<file path="src/kiu_pkg.sv">
`default_nettype none
package kiu_pkg;

    localparam int KIU_ADDR_W    = 8;
    localparam int KIU_DATA_W    = 8;
    localparam int KIU_PIN_COUNT = 8;
    localparam int KIU_SYNC_LEN  = 2;

    // register offsets
    localparam logic [KIU_ADDR_W-1:0] KIU_OFS_STATUS_CTRL = 8'h1A;
    localparam logic [KIU_ADDR_W-1:0] KIU_OFS_PIN_ENABLE  = 8'h1B;

    // key_status_control field positions
    localparam int KIU_BIT_PEND      = 3;
    localparam int KIU_BIT_ACK       = 2;
    localparam int KIU_BIT_MASK      = 1;
    localparam int KIU_BIT_MODE      = 0;
    localparam int KIU_UNUSED_LSB    = 4;
    localparam int KIU_UNUSED_MSB    = 7;

    localparam logic [KIU_DATA_W-1:0] KIU_RST_STATUS_CTRL = 8'h00;
    localparam logic [KIU_DATA_W-1:0] KIU_RST_PIN_ENABLE  = 8'h00;
    localparam logic [KIU_DATA_W-1:0] KIU_READ_ZERO       = 8'h00;

    // keypad service vector locations
    localparam logic [15:0] KIU_VEC_HI = 16'hFFDE;
    localparam logic [15:0] KIU_VEC_LO = 16'hFFDF;

    typedef struct packed {
        logic [KIU_ADDR_W-1:0] addr;
        logic [KIU_DATA_W-1:0] wdata;
        logic                  wr;
        logic                  rd;
    } kiu_bus_req_t;

    typedef struct packed {
        logic        fetch;
        logic [15:0] addr;
    } kiu_vec_fetch_t;

    typedef enum logic [1:0] {
        KIU_IDLE    = 2'b00,
        KIU_PENDING = 2'b01,
        KIU_ACKED   = 2'b10
    } kiu_req_state_t;

endpackage
`default_nettype wire

</file>
<file path="src/kiu_keypad_irq.sv">
// Decided for this implementation: strobed register access.
`timescale 1ns/1ps
`default_nettype none
// Functional notes
// - each enable bit makes pin a source
// - enable bit also turns pull-up on
// - latch when enabled pin falls, all high
// - edge mode ignores edge while another low
// - level mode holds while any pin low
// - level clear needs acknowledge and all high
// - vector fetch at FFDE acknowledges the request
// - acknowledge bit write-only, reads zero
// - edge after acknowledge latches again
// - service vector at FFDE and FFDF
// - edge mode acknowledge clears at once
// - reset clears request and mode bit
// - pending flag readable regardless of mask
// - enable forces pin input, overrides direction
// - active in wait/stop, request wakes CPU
// - break clear-enable lets acknowledge clear flag
// - break without clear-enable ignores acknowledge write, not vector fetch
// - status bits seven to four read zero
// - mask blocks request; reset clears mask, enables
module kiu_keypad_irq
    import kiu_pkg::*;
#(
    parameter int NUM_PINS = KIU_PIN_COUNT
) (
    input  wire logic                        clock,
    input  wire logic                        arst_n,
    input  wire kiu_pkg::kiu_bus_req_t       busReq,
    output logic [kiu_pkg::KIU_DATA_W-1:0]   rdData,
    input  wire kiu_pkg::kiu_vec_fetch_t     vecFetch,
    input  wire logic                        breakState,
    input  wire logic                        breakClearEnable,
    input  wire logic [NUM_PINS-1:0]         portDPin,
    input  wire logic [NUM_PINS-1:0]         portDDirection,
    output logic [NUM_PINS-1:0]              keyPinEnable,
    output logic [NUM_PINS-1:0]              portDOutputEnable,
    output logic                             keyIrq
);
    import kiu_pkg::*;

    generate
        if (NUM_PINS < 1 || NUM_PINS > KIU_DATA_W) begin : g_bad_width
            $error("kiu_keypad_irq: NUM_PINS must be 1 to 8");
        end
    endgenerate

    logic                  keyIrqMask;
    logic                  keyLevelSenseSelect;
    logic [NUM_PINS-1:0]   pinSync;
    logic                  anyLowPrev;
    logic                  keyReq;

    // register decode
    wire hitStatus   = (busReq.addr == KIU_OFS_STATUS_CTRL);
    wire hitEnable   = (busReq.addr == KIU_OFS_PIN_ENABLE);
    wire wrStatus    = busReq.wr && hitStatus;
    wire wrEnable    = busReq.wr && hitEnable;
    wire rdStatus    = busReq.rd && hitStatus;
    wire rdEnable    = busReq.rd && hitEnable;

    // acknowledge is a write side effect only; nothing stores it
    wire ackWrite    = wrStatus && busReq.wdata[KIU_BIT_ACK];
    wire ackAllowed  = !breakState || breakClearEnable;
    wire swAck       = ackWrite && ackAllowed;
    wire vecAck      = vecFetch.fetch && (vecFetch.addr == KIU_VEC_HI);
    wire ackEvent    = swAck || vecAck;

    wire [KIU_DATA_W-1:0] statusView;
    wire [KIU_DATA_W-1:0] enableView;
    wire [KIU_DATA_W-1:0] next_rdData;

    assign statusView = {{(KIU_UNUSED_MSB-KIU_UNUSED_LSB+1){1'b0}},
                         keyReq, 1'b0, keyIrqMask, keyLevelSenseSelect};
    assign enableView = KIU_DATA_W'(keyPinEnable);
    assign next_rdData = rdStatus ? statusView :
                         rdEnable ? enableView : KIU_READ_ZERO;

    // control registers
    // reset clears mode
    always_ff @(posedge clock or negedge arst_n) begin
        if (!arst_n) begin
            keyIrqMask          <= KIU_RST_STATUS_CTRL[KIU_BIT_MASK];
            keyLevelSenseSelect <= KIU_RST_STATUS_CTRL[KIU_BIT_MODE];
        end else if (wrStatus) begin
            keyIrqMask          <= busReq.wdata[KIU_BIT_MASK];
            keyLevelSenseSelect <= busReq.wdata[KIU_BIT_MODE];
        end
    end

    always_ff @(posedge clock or negedge arst_n) begin
        if (!arst_n) begin
            keyPinEnable <= KIU_RST_PIN_ENABLE[NUM_PINS-1:0];
        end else if (wrEnable) begin
            keyPinEnable <= busReq.wdata[NUM_PINS-1:0];
        end
    end

    always_ff @(posedge clock or negedge arst_n) begin
        if (!arst_n) begin
            rdData <= KIU_READ_ZERO;
        end else begin
            rdData <= next_rdData;
        end
    end

    wire [NUM_PINS-1:0] next_portDOutputEnable = portDDirection & ~keyPinEnable;

    // direction lags one cycle so the output stays a flop
    always_ff @(posedge clock or negedge arst_n) begin
        if (!arst_n) begin
            portDOutputEnable <= '0;
        end else begin
            portDOutputEnable <= next_portDOutputEnable;
        end
    end

    // pin sampling and edge detect
    // two-stage synchroniser
    kiu_pin_sync #(
        .WIDTH    (NUM_PINS)
    ) u_sync (
        .clock    (clock),
        .arst_n   (arst_n),
        .pinAsync (portDPin),
        .pinSync  (pinSync)
    );

    wire anyLow   = |(~pinSync & keyPinEnable);
    wire setEvent = anyLow && !anyLowPrev;

    always_ff @(posedge clock or negedge arst_n) begin
        if (!arst_n) begin
            anyLowPrev <= 1'b0;
        end else begin
            anyLowPrev <= anyLow;
        end
    end

    // request latch
    // level hold
    kiu_req_latch u_latch (
        .clock     (clock),
        .arst_n    (arst_n),
        .levelMode (keyLevelSenseSelect),
        .anyLow    (anyLow),
        .setEvent  (setEvent),
        .ackEvent  (ackEvent),
        .keyReq    (keyReq)
    );

    // no clock gating here, so the request also serves as wake-up
    always_ff @(posedge clock or negedge arst_n) begin
        if (!arst_n) begin
            keyIrq <= 1'b0;
        end else begin
            keyIrq <= keyReq && !keyIrqMask;
        end
    end
endmodule
`default_nettype wire

</file>
<file path="src/kiu_pin_sync.sv">
`timescale 1ns/1ps
`default_nettype none
module kiu_pin_sync #(
    parameter int WIDTH = 8
) (
    input  wire logic             clock,
    input  wire logic             arst_n,
    input  wire logic [WIDTH-1:0] pinAsync,
    output logic      [WIDTH-1:0] pinSync
);
    logic [WIDTH-1:0] stageOne;

    generate
        if (WIDTH < 1) begin : g_bad_width
            $error("kiu_pin_sync: WIDTH must be at least 1");
        end
    endgenerate

    // first stage feeds only the second
    always_ff @(posedge clock or negedge arst_n) begin
        if (!arst_n) begin
            stageOne <= '1;
            pinSync  <= '1;
        end else begin
            stageOne <= pinAsync;
            pinSync  <= stageOne;
        end
    end
endmodule
`default_nettype wire

</file>
<file path="src/kiu_req_latch.sv">
`timescale 1ns/1ps
`default_nettype none
module kiu_req_latch
    import kiu_pkg::*;
(
    input  wire logic clock,
    input  wire logic arst_n,
    input  wire logic levelMode,
    input  wire logic anyLow,
    input  wire logic setEvent,
    input  wire logic ackEvent,
    output logic      keyReq
);
    kiu_req_state_t state;
    kiu_req_state_t next_state;

    always_comb begin
        next_state = state;
        case (state)
            KIU_IDLE: begin
                if (setEvent) begin
                    next_state = KIU_PENDING;
                end
            end
            KIU_PENDING: begin
                // a new edge beats a simultaneous acknowledge
                if (setEvent) begin
                    next_state = KIU_PENDING;
                end else if (ackEvent) begin
                    next_state = (levelMode && anyLow) ? KIU_ACKED : KIU_IDLE;
                end
            end
            KIU_ACKED: begin
                if (setEvent) begin
                    next_state = KIU_PENDING;
                end else if (!levelMode || !anyLow) begin
                    next_state = KIU_IDLE;
                end
            end
            default: begin
                next_state = KIU_IDLE;
            end
        endcase
    end

    always_ff @(posedge clock or negedge arst_n) begin
        if (!arst_n) begin
            state <= KIU_IDLE;
        end else begin
            state <= next_state;
        end
    end

    assign keyReq = (state != KIU_IDLE);
endmodule
`default_nettype wire

</file>
<file path="config.mk">
export PLATFORM = sky130hd
export DESIGN_NAME = kiu_keypad_irq
export DESIGN_NICKNAME = d
export VERILOG_FILES = /design/src/kiu_pkg.sv /design/src/kiu_keypad_irq.sv /design/src/kiu_pin_sync.sv /design/src/kiu_req_latch.sv
export SDC_FILE = /design/constraint.sdc
export NUM_CORES = 1
export LEC_CHECK = 0
export BUFFER_PORTS_ARGS = -buffer_cell sky130_fd_sc_hd__clkbuf_2
export CAP_MARGIN = 20
export CORE_ASPECT_RATIO = 1.25
export CORE_MARGIN = 3
export CORE_UTILIZATION = 40
export DETAILED_ROUTE_END_ITERATION = 6
export GPL_ROUTABILITY_DRIVEN = 0
export PLACE_DENSITY = 0.82
export SYNTH_ARGS = -nofsm -noshare
export SYNTH_HDL_FRONTEND = slang
export SYNTH_HIERARCHICAL = 1
export SYNTH_SLANG_ARGS = --single-unit
</file>
<file path="constraint.sdc">
create_clock -name clock -period 2.64 [get_ports clock]
set_input_delay 0 -clock clock [delete_from_list [all_inputs] [get_ports clock]]
set_output_delay 0 -clock clock [all_outputs]
set_load 0.005 [all_outputs]
</file>
==> results.md, run 1 <==
* Clock power frac at 30.1%
* Flop pwr share at 58.5%
* Worst Hold Margin at 111.3 ps
* Number of diodes at 0
* YS warnings at 6
* # IOs at 80
* Max frequency at 629.8 MHz
* Clk slew on worst S/H paths at 80 ps
* Post-route setup TNS at 0 ps
* Setup crit start: busReq[15]
* Reg2reg setup slack at 1200 ps
* Fillers at 298
* Worst setup EP type: register
* Wire per inst at 13.63 um
* GR Overflow Total at 0
* Area share of the largest cell type after synthesis at 44.64%
* Starting Density at 43.01%
* WL final at 3790 um
* RSZ-0062 raised after global routing: no
* Status: complete, no violations
* Vias in the first global route at 1371
* Critical Path, Cell by Cell: clkbuf_2 > or4b_1 > or3_1 > mux2_4
* Total power at 1.306 mW
* Area share of fa/ha/maj cells after synthesis at 0%
* R2r endpoint: u_latch/state[1]
* Global-route wire length before repair at 6223 um
* Crit share post-route at 60.14%
* Peak supply drop at 0.0003667 V
* CTS buffer count at 5
* Port Buffer Count at 79
* Slew Viols, Final at 0
* Crit path to: keyPinEnable[6]
* Crit-path slowest cell: or4b_1
* Crit path launch type: primary input
* Clk root buf: clkbuf_8
* Xor and xnor area share after synthesis at 0%
* Share of layout cells above drive strength 1 at 51.34%
* Worst EP arrival at 1760 ps
* Logic gate share of total power at 11.4%
* Post-synth top area cell: dfrtp_1
* Compound-gate portion of the synthesized area at 5.580%
* Largest cells by area after synthesis: dfrtp_1 45%, dfstp_2 25%, mux2_4 7.1%, nor2b_1 3.7%, inv_1 2.2%
* Total die area at 5023 um^2
* Int Power at 1.021 mW
* Final Hold Viols at 0
* Fin crit period at 1588 ps
* R2R Path Start: keyPinEnable[1]
* Critical Path RT at 2820 ps
* Power Dens Cells at 524.6 nW/um^2
* Synth cell types at 26
* DP HPWL at 2725 um
* Simple-Gate Fraction of Synth Area at 13.10%
* Final setup viols at 0
* Post-layout util at 63.65%
* Mapped Cells at 113
* First drt pass iteration count at 4
* Final ANT Viol Nets at 0
* DIE WIDTH at 64.00 um
* DRC at 0
* Synthesized cell area at 1682 um^2
* R2R cell count at 5
* Std-Cell Core Area at 3910 um^2
* Vias per inst at 4.622
* Lkg Pwr at 1.230 nW
* Max_cap viols at 0
* Dpl ws at 757.0 ps
* Mux contribution to synthesized area at 8.482%
* Final setup skew at 4.896 ps
* Vias at 1285
* Post-CTS Setup Inserts at 0
* Die span in y at 78.49 um
* Net Count, Synth at 168
* Initial DRC count at 53
* # H-tree levels at 2
* Crit Path Category: in2reg
* Slew Limit Headroom at 62.38%
* CTS max path bufs at 2
* Max stage delay on crit path at 680 ps
* Row count at 25
* Largest family of logic cells by synthesized area: simple AND/OR/NAND/NOR gates
* CP max FO at 9
* Part of the Yosys area used for sequential elements at 69.64%
* Switching Share at 21.77%
* Clock latency on the worst-skew pair at 290 ps
* Slew @ Worst Pin at 564.2 ps
* Initial antenna violation count at 0
* CTS sink count at 46
* Mean Syn Cell Area at 14.88 um^2
* Worst Hold Class: in2reg
* NetSw at 0.2842 mW
* Final worst-path setup slack at 1052 ps
* Post-layout nets at 278
* Largest net degree at the start of global routing at 47
* CTS tree: built
* Area delta synth->final at 47.99%
* Yosys reg bits at 46
* Total track usage at 16.38%
cell usage after synthesis:
cell type / count
dfrtp_1: 30
dfstp_2: 16
inv_1: 10
nor2b_1: 10
mux2_4: 8
nor4_1: 6
o22ai_1: 4
a22o_1: 3
nand2b_1: 3
nand4b_1: 3
nor3_1: 3
mux2_2: 2
nand4_1: 2
a211oi_2: 1
a2bb2oi_1: 1
a32o_1: 1
and3_1: 1
buf_2: 1
buf_6: 1
nand2_1: 1
nand3b_1: 1
o41a_1: 1
or2_2: 1
or3_1: 1
or4_1: 1
or4b_1: 1
power groups by stage:
stage	sequential (mW)	clock [mW]	combinational, mW
after floorplan	0.774	0	0.0405
after global placement	0.775	0	0.112
after detailed placement	0.776	0	0.116
after CTS	0.763	0.406	0.146
after global routing	0.768	0.445	0.167
final	0.763	0.393	0.149
area by class of cell:
type	count	area, um^2	share of cell area (%)
timing repair buffer	105	673.1	27.05
inverter	10	37.54	1.508
clock buffer	6	72.57	2.916
clock inverter	2	10.01	0.4022
sequential	46	1171	47.06
multi-input combinational	55	456.7	18.35
tap	54	67.56	2.715
worst max-delay path, delay by kind of cell:
kind	cells	cell delay, ps
buffers and inverters	1	70
multiplexers	1	380
AND/OR/NAND/NOR	2	1310
layout by cell type, fill, tap and decap left out:
cell type	synthesis	layout
a211oi_2	1	1
a22o_1	3	3
a2bb2oi_1	1	1
a32o_1	1	1
and3_1	1	1
buf_16	0	1
clkbuf_1	0	1
clkbuf_2	0	79
clkbuf_8	0	5
clkinv_2	0	2
dfrtp_1	30	30
dfstp_2	16	16
dlygate4sd3_1	0	25
inv_1	10	10
mux2_2	2	2
mux2_4	8	8
nand2_1	1	1
nand2b_1	3	3
nand3b_1	1	1
nand4_1	2	2
nand4b_1	3	3
nor2b_1	10	10
nor3_1	3	3
nor4_1	6	6
o22ai_1	4	4
o41a_1	1	1
or2_2	1	1
or3_1	1	1
or4_1	1	1
or4b_1	1	1
repair_timing:
action,4_1_cts,5_1_grt
hold buffers,25,0
resized for setup,0,0
hold endpoints to repair,56,0
per-stage QoR:
step | cells | cell area, um^2
after floorplan | 113 | 1682
after global placement | 244 | 2128
after detailed placement | 244 | 2128
after CTS | 277 | 2461
after global routing | 278 | 2489
final | 278 | 2489
per-layer routing:
metal / track usage, % / part of all wire [%]
met1: 17.04 / 34
met4: 6.048 / 2.2
met3: 6.009 / 6.9
met5: 0 / 0
met2: 29.58 / 57
worst min path at each step:
stage	from	to	slack [ps]	cells after the start
floorplan	arst_n	anyLowPrev	-300	0
global placement	portDPin[7]	u_sync/stageOne[7]	90	1
detailed placement	portDPin[4]	u_sync/stageOne[4]	90	1
CTS	busReq[10]	rdData[5]	100	3
global route	busReq[10]	rdData[5]	110	3
finish	busReq[10]	rdData[4]	110	3
registers in the layout, summed over array words and instances (netlist names):
register             cells
u_sync/stageOne          8
keyPinEnable             8
u_latch/state            2
u_sync/pinSync           8
anyLowPrev               1
keyIrq                   1
portDOutputEnable        8
keyLevelSenseSelect      1
keyIrqMask               1
rdData                   8
cells by family (layout without fill, tap and decap cells):
| group | after synthesis | count (layout) |
|---|---|---|
| multiplexers | 10 | 10 |
| AND/OR/NAND/NOR | 34 | 34 |
| flip-flops | 46 | 46 |
| buffers and inverters | 12 | 123 |
| AO/OA/AOI/OAI | 11 | 11 |
(Power assumes the default switching activity.)
==> run 2, diff against run 1 <==
clock period = 1.59 ns   (was 2.64 ns; I/O delays follow)
==> results.md, run 2 (same netlist as run 1, synthesis figures left out) <==
* Clock power frac at 30.0% (was 30.1%)
* Power Dens Cells at 861.9 nW/um^2 (was 524.6 nW/um^2)
* Clock latency on the worst-skew pair at 290 ps (about the same)
* Post-layout nets at 283 (was 278)
* Int Power at 1.705 mW (was 1.021 mW)
* Worst EP arrival at 1640 ps (was 1760 ps)
* Commonest cells after routing, fill and taps aside: 79 x clkbuf_2, 30 x dfrtp_1, 25 x dlygate4sd3_1 (unchanged)
* Fin crit period at 1467 ps
* Slew Viols, Final at 0 (unchanged)
* Switching Share at 21.37% (was 21.77%)
* Row count at 25 (unchanged)
* Vias per inst at 4.537 (was 4.622)
* Post-route setup TNS at 0 ps (unchanged)
* NetSw at 0.4635 mW (was 0.2842 mW)
* Final worst-path setup slack at 122.9 ps (was 1052 ps)
* Hold buffers post-CTS at 25 (unchanged)
* Commonest non-fill, non-tap cell in the layout: clkbuf_2 (unchanged)
* CTS resizes at 0 (unchanged)
* R2r endpoint: u_latch/state[1] (unchanged)
* Peak supply drop at 0.0006950 V (was 0.0003667 V)
* CTS max path bufs at 2 (unchanged)
* Final setup viols at 0 (unchanged)
* Crit path launch type: register (was primary input)
* Final ANT Viol Nets at 0 (unchanged)
* Logic gate share of total power at 11.6% (was 11.4%)
* Total die area at 5023 um^2 (unchanged)
* Area delta synth->final at 49.63% (was 47.99%)
* Lkg Pwr at 1.245 nW (was 1.230 nW)
* Hold Crit Start: busReq[10] (unchanged)
* Std-Cell Core Area at 3910 um^2 (unchanged)
* DP HPWL at 2889 um (was 2725 um)
* DIE WIDTH at 64.00 um (unchanged)
* CP Buf/Inv Count at 1 (unchanged)
* Crit path max-delay family: simple AND/OR/NAND/NOR gates (unchanged)
* DRC at 0 (unchanged)
* Port Buffer Count at 79 (unchanged)
* Starting Density at 43.01% (unchanged)
* Reg2reg setup slack at 120 ps (was 1200 ps)
* Worst setup EP type: register (unchanged)
* Critical Path RT at 1760 ps (was 2820 ps)
* Dpl ws at -75.24 ps (was 757.0 ps)
* Max frequency at 681.6 MHz
* Final Hold Viols at 0 (unchanged)
* Global-route wire length before repair at 6637 um (was 6223 um)
* Max_cap viols at 0 (unchanged)
* Flop pwr share at 58.4% (was 58.5%)
* Post-CTS Setup Inserts at 0 (unchanged)
* Max stage delay on crit path at 540 ps (was 680 ps)
* Critical Path, Cell by Cell: inv_1 > o22ai_1 > or4_1 > nand2_1 > a211oi_2 (was clkbuf_2 > or4b_1 > or3_1 > mux2_4)
* Crit Path Category: reg2reg (was in2reg)
* Worst Hold Class: in2reg (unchanged)
* WL final at 3903 um (was 3790 um)
* Final setup skew at 6.482 ps (was 4.896 ps)
* RSZ-0062 raised after global routing: no (unchanged)
* Status: complete, no violations (unchanged)
* Total track usage at 17.51% (was 16.38%)
* CP max FO at 4 (was 9)
* # H-tree levels at 2 (unchanged)
* Worst Hold Endpoint: rdData[4] (unchanged)
* Die span in y at 78.49 um (unchanged)
* Min-Delay Path Depth at 3 (unchanged)
* Share of layout cells above drive strength 1 at 51.53% (was 51.34%)
* Slew @ Worst Pin at 508.3 ps (was 564.2 ps)
* Largest net degree at the start of global routing at 28 (was 47)
* GR Overflow Total at 0 (unchanged)
* Crit-path slowest cell: or4_1 (was or4b_1)
* R2R Path Start: keyPinEnable[5] (was keyPinEnable[1])
* Wire per inst at 13.79 um (was 13.63 um)
* Crit share post-route at 92.27%
* Total power at 2.169 mW (was 1.306 mW)
* Fillers at 288 (was 298)
* Vias in the first global route at 1438 (was 1371)
* First drt pass iteration count at 4 (unchanged)
* # IOs at 80 (unchanged)
* CTS buffer count at 5 (unchanged)
* CTS tree: built (unchanged)
* Number of diodes at 0 (unchanged)
* Worst Hold Margin at 89.99 ps (was 111.3 ps)
* Clk slew on worst S/H paths at 80 ps (about the same)
* CTS sink count at 46 (unchanged)
* Initial antenna violation count at 0 (unchanged)
* Clk root buf: clkbuf_8 (unchanged)
* Cell count along the critical path at 5 (was 4)
* Vias at 1284 (was 1285)
* R2R cell count at 5 (unchanged)
* Slew Limit Headroom at 66.11% (was 62.38%)
* Initial DRC count at 75 (was 53)
## run 2: worst reg2reg max path, stage by stage, from the launching register on
cell      delay [ps]
dfrtp_1          430
inv_1            110
o22ai_1          110
or4_1            540
nand2_1          110
a211oi_2          50
## run 2: area by class of cell
type	count	area (um^2)	area share, %
tap	54	67.56	2.685
timing repair buffer	110	703.2	27.95
clock buffer	8	80.08	3.183
sequential	46	1171	46.54
inverter	10	37.54	1.492
multi-input combinational	55	456.7	18.15
## run 2: how the worst max path moves through the flow
| stage | startpoint | to | slack, ps |
|---|---|---|---|
| after floorplan | busReq[15] | keyPinEnable[0] | 10 |
| after global placement | busReq[15] | keyPinEnable[0] | -40 |
| after detailed placement | busReq[15] | keyPinEnable[6] | -80 |
| after CTS | keyPinEnable[5] | u_latch/state[1] | 130 |
| after global routing | keyPinEnable[2] | u_latch/state[1] | 70 |
| final | keyPinEnable[5] | u_latch/state[1] | 120 |
## run 2: power by group through the flow
| stage | Combinational (mW) | Clock [mW] | Sequential (mW) |
|---|---|---|---|
| floorplan | 0.0672 | 0 | 1.28 |
| detailed placement | 0.204 | 0 | 1.29 |
| global route | 0.279 | 0.735 | 1.27 |
| finish | 0.251 | 0.651 | 1.27 |
| global placement | 0.198 | 0 | 1.28 |
| CTS | 0.254 | 0.674 | 1.27 |
## run 2: per-layer routing
layer	vias up	part of all wire [%]	routed length (um)	track usage [%]
li1	625	-	-	-
met1	613	38	1465	19.31
met2	42	56	2189	31.44
met3	4	5.0	197	5.436
met4	0	1.3	51	5.832
met5	-	0	0	0
## run 2: metrics by stage
step / area (um^2) / utilization, % / std cells
floorplan: 1682 / - / 113
global placement: 2186 / 55.90 / 250
detailed placement: 2186 / 55.90 / 250
CTS: 2516 / 64.35 / 283
global route: 2516 / 64.35 / 283
finish: 2516 / 64.35 / 283
==> run 3, diff against run 2 <==
CORE_MARGIN = unset   (was 3)
CTS_BUF_LIST = sky130_fd_sc_hd__clkbuf_8   (was unset)
==> results.md, run 3 (same netlist as run 1, synthesis figures left out) <==
* Largest net degree at the start of global routing at 26 (was 28)
* DIE WIDTH at 60.00 um (was 64.00 um)
* Total die area at 4469 um^2 (was 5023 um^2)
* CTS max path bufs at 2 (unchanged)
* Post-route setup TNS at 0 ps (unchanged)
* Power Dens Cells at 914.6 nW/um^2 (was 861.9 nW/um^2)
* Worst EP arrival at 1620 ps (was 1640 ps)
* Post-layout nets at 283 (unchanged)
* Worst Hold Endpoint: rdData[2] (was rdData[4])
* R2r endpoint: u_latch/state[1] (unchanged)
* Number of diodes at 0 (unchanged)
* Slew Limit Headroom at 64.13% (was 66.11%)
* Die span in y at 74.49 um (was 78.49 um)
* CTS buffer count at 5 (unchanged)
* Final setup viols at 0 (unchanged)
* Commonest cells after routing, fill and taps aside: 79 x clkbuf_2, 30 x dfrtp_1, 25 x dlygate4sd3_1 (unchanged)
* Post-layout util at 62.68% (was 64.35%)
* Port Buffer Count at 79 (unchanged)
* Final ANT Viol Nets at 0 (unchanged)
* Critical Path RT at 1770 ps (was 1760 ps)
* CTS sink count at 46 (unchanged)
* Final setup skew at 8.149 ps (was 6.482 ps)
* DRC at 0 (unchanged)
* Max_cap viols at 0 (unchanged)
* Reg2reg setup slack at 150 ps (was 120 ps)
* Std-Cell Core Area at 4066 um^2 (was 3910 um^2)
* Starting Density at 41.35% (was 43.01%)
* Max frequency at 693.7 MHz (was 681.6 MHz)
* First drt pass iteration count at 4 (unchanged)
* Final Hold Viols at 0 (unchanged)
* Min-Delay Path Depth at 3 (unchanged)
* Clk root buf: clkbuf_8 (unchanged)
* Total track usage at 16.92% (was 17.51%)
* Worst Hold Class: in2reg (unchanged)
* Status: complete, no violations (unchanged)
* Clk slew on worst S/H paths at 80 ps (about the same)
* Post-CTS Setup Inserts at 0 (unchanged)
* Cell Count, Final, Fillers Out at 285 (was 283)
* Wire per inst at 11.73 um (was 13.79 um)
* R2R cell count at 5 (unchanged)
* GR Overflow Total at 0 (unchanged)
* Commonest non-fill, non-tap cell in the layout: clkbuf_2 (unchanged)
* DP HPWL at 2516 um (was 2889 um)
* Row count at 26 (was 25)
* Final worst-path setup slack at 148.6 ps (was 122.9 ps)
* Slew Viols, Final at 0 (unchanged)
* Global-route wire length before repair at 5444 um (was 6637 um)
* Placed insts at 252 (was 250)
* # H-tree levels at 2 (unchanged)
* CTS tree: built (unchanged)
* Lkg Pwr at 1.262 nW (was 1.245 nW)
* Vias in the first global route at 1276 (was 1438)
* Dpl ws at -70.19 ps (was -75.24 ps)
* CTS resizes at 0 (unchanged)
* Vias at 1288 (was 1284)
* Crit path launch type: register (unchanged)
* # IOs at 80 (unchanged)
* R2R Path Start: keyPinEnable[1] (was keyPinEnable[5])
* Fin crit period at 1441 ps (was 1467 ps)
* Hold Crit Start: busReq[10] (unchanged)
* WL final at 3342 um (was 3903 um)
* Peak supply drop at 0.0005591 V (was 0.0006950 V)
* Area delta synth->final at 51.56% (was 49.63%)
* Initial DRC count at 21 (was 75)
* Share of layout cells above drive strength 1 at 52.40% (was 51.53%)
* Crit share post-route at 90.66% (was 92.27%)
* CP max FO at 5 (was 4)
* Worst setup EP type: register (unchanged)
* RSZ-0062 raised after global routing: no (unchanged)
* Initial antenna violation count at 0 (unchanged)
* Vias per inst at 4.519 (was 4.537)
* Crit Path Category: reg2reg (unchanged)
* Slew @ Worst Pin at 538.0 ps (was 508.3 ps)
* Clock latency on the worst-skew pair at 290 ps (about the same)
-- run 3: worst max-delay path, cell delays in order (launching register included) --
cell and delay (ps):
dfrtp_1 440, inv_1 70, o22ai_1 100, or4_1 560
nand2_1 110, a211oi_2 50
-- run 3: worst max path at each step --
stage | startpoint | endpoint | slack, ps
after floorplan | busReq[15] | keyPinEnable[0] | 10
after global routing | keyPinEnable[5] | u_latch/state[1] | 30
after detailed placement | busReq[15] | keyPinEnable[2] | -70
after CTS | keyPinEnable[5] | u_latch/state[1] | 140
after global placement | busReq[15] | keyPinEnable[0] | -30
final | keyPinEnable[1] | u_latch/state[1] | 150
-- run 3: final cells by class --
class                           instances  area [um^2]
Fill cell                             322         1518
Sequential cell                        46         1171
Timing Repair Buffer                  110        703.2
Multi-Input combinational cell         55        456.7
Tap cell                               56        70.07
Clock buffer                            5        68.82
Clock inverter                          3        41.29
Inverter                               10        37.54
-- run 3: what timing repair did --
action,4_1_cts,5_1_grt
setup endpoints to repair,0,0
hold endpoints to repair,47,0
hold buffers,25,0
-- run 3: metrics by stage --
step                      hold slack [ps]  instance area (um^2)  power, mW
after floorplan                    -295.6                  1682      1.352
after global placement             -2.753                  2188      1.483
after detailed placement            1.056                  2188      1.488
after CTS                           89.59                  2549      2.351
after global routing                120.6                  2549      2.434
final                               90.30                  2549      2.331
-- run 3: report_power, final --
group,switching [mW],internal [mW]
clock,0.357,0.462
combinational,0.0936,0.153
sequential,0.0263,1.24
-- run 3: per-layer routing --
layer,routed length [um],vias to the layer above,track usage [%],part of all wire (%)
met1,1221,612,17.51,37
met2,1893,39,30.25,57
met5,0,-,0,0
li1,-,626,-,-
met3,141,11,5.913,4.2
met4,86,0,7.752,2.6
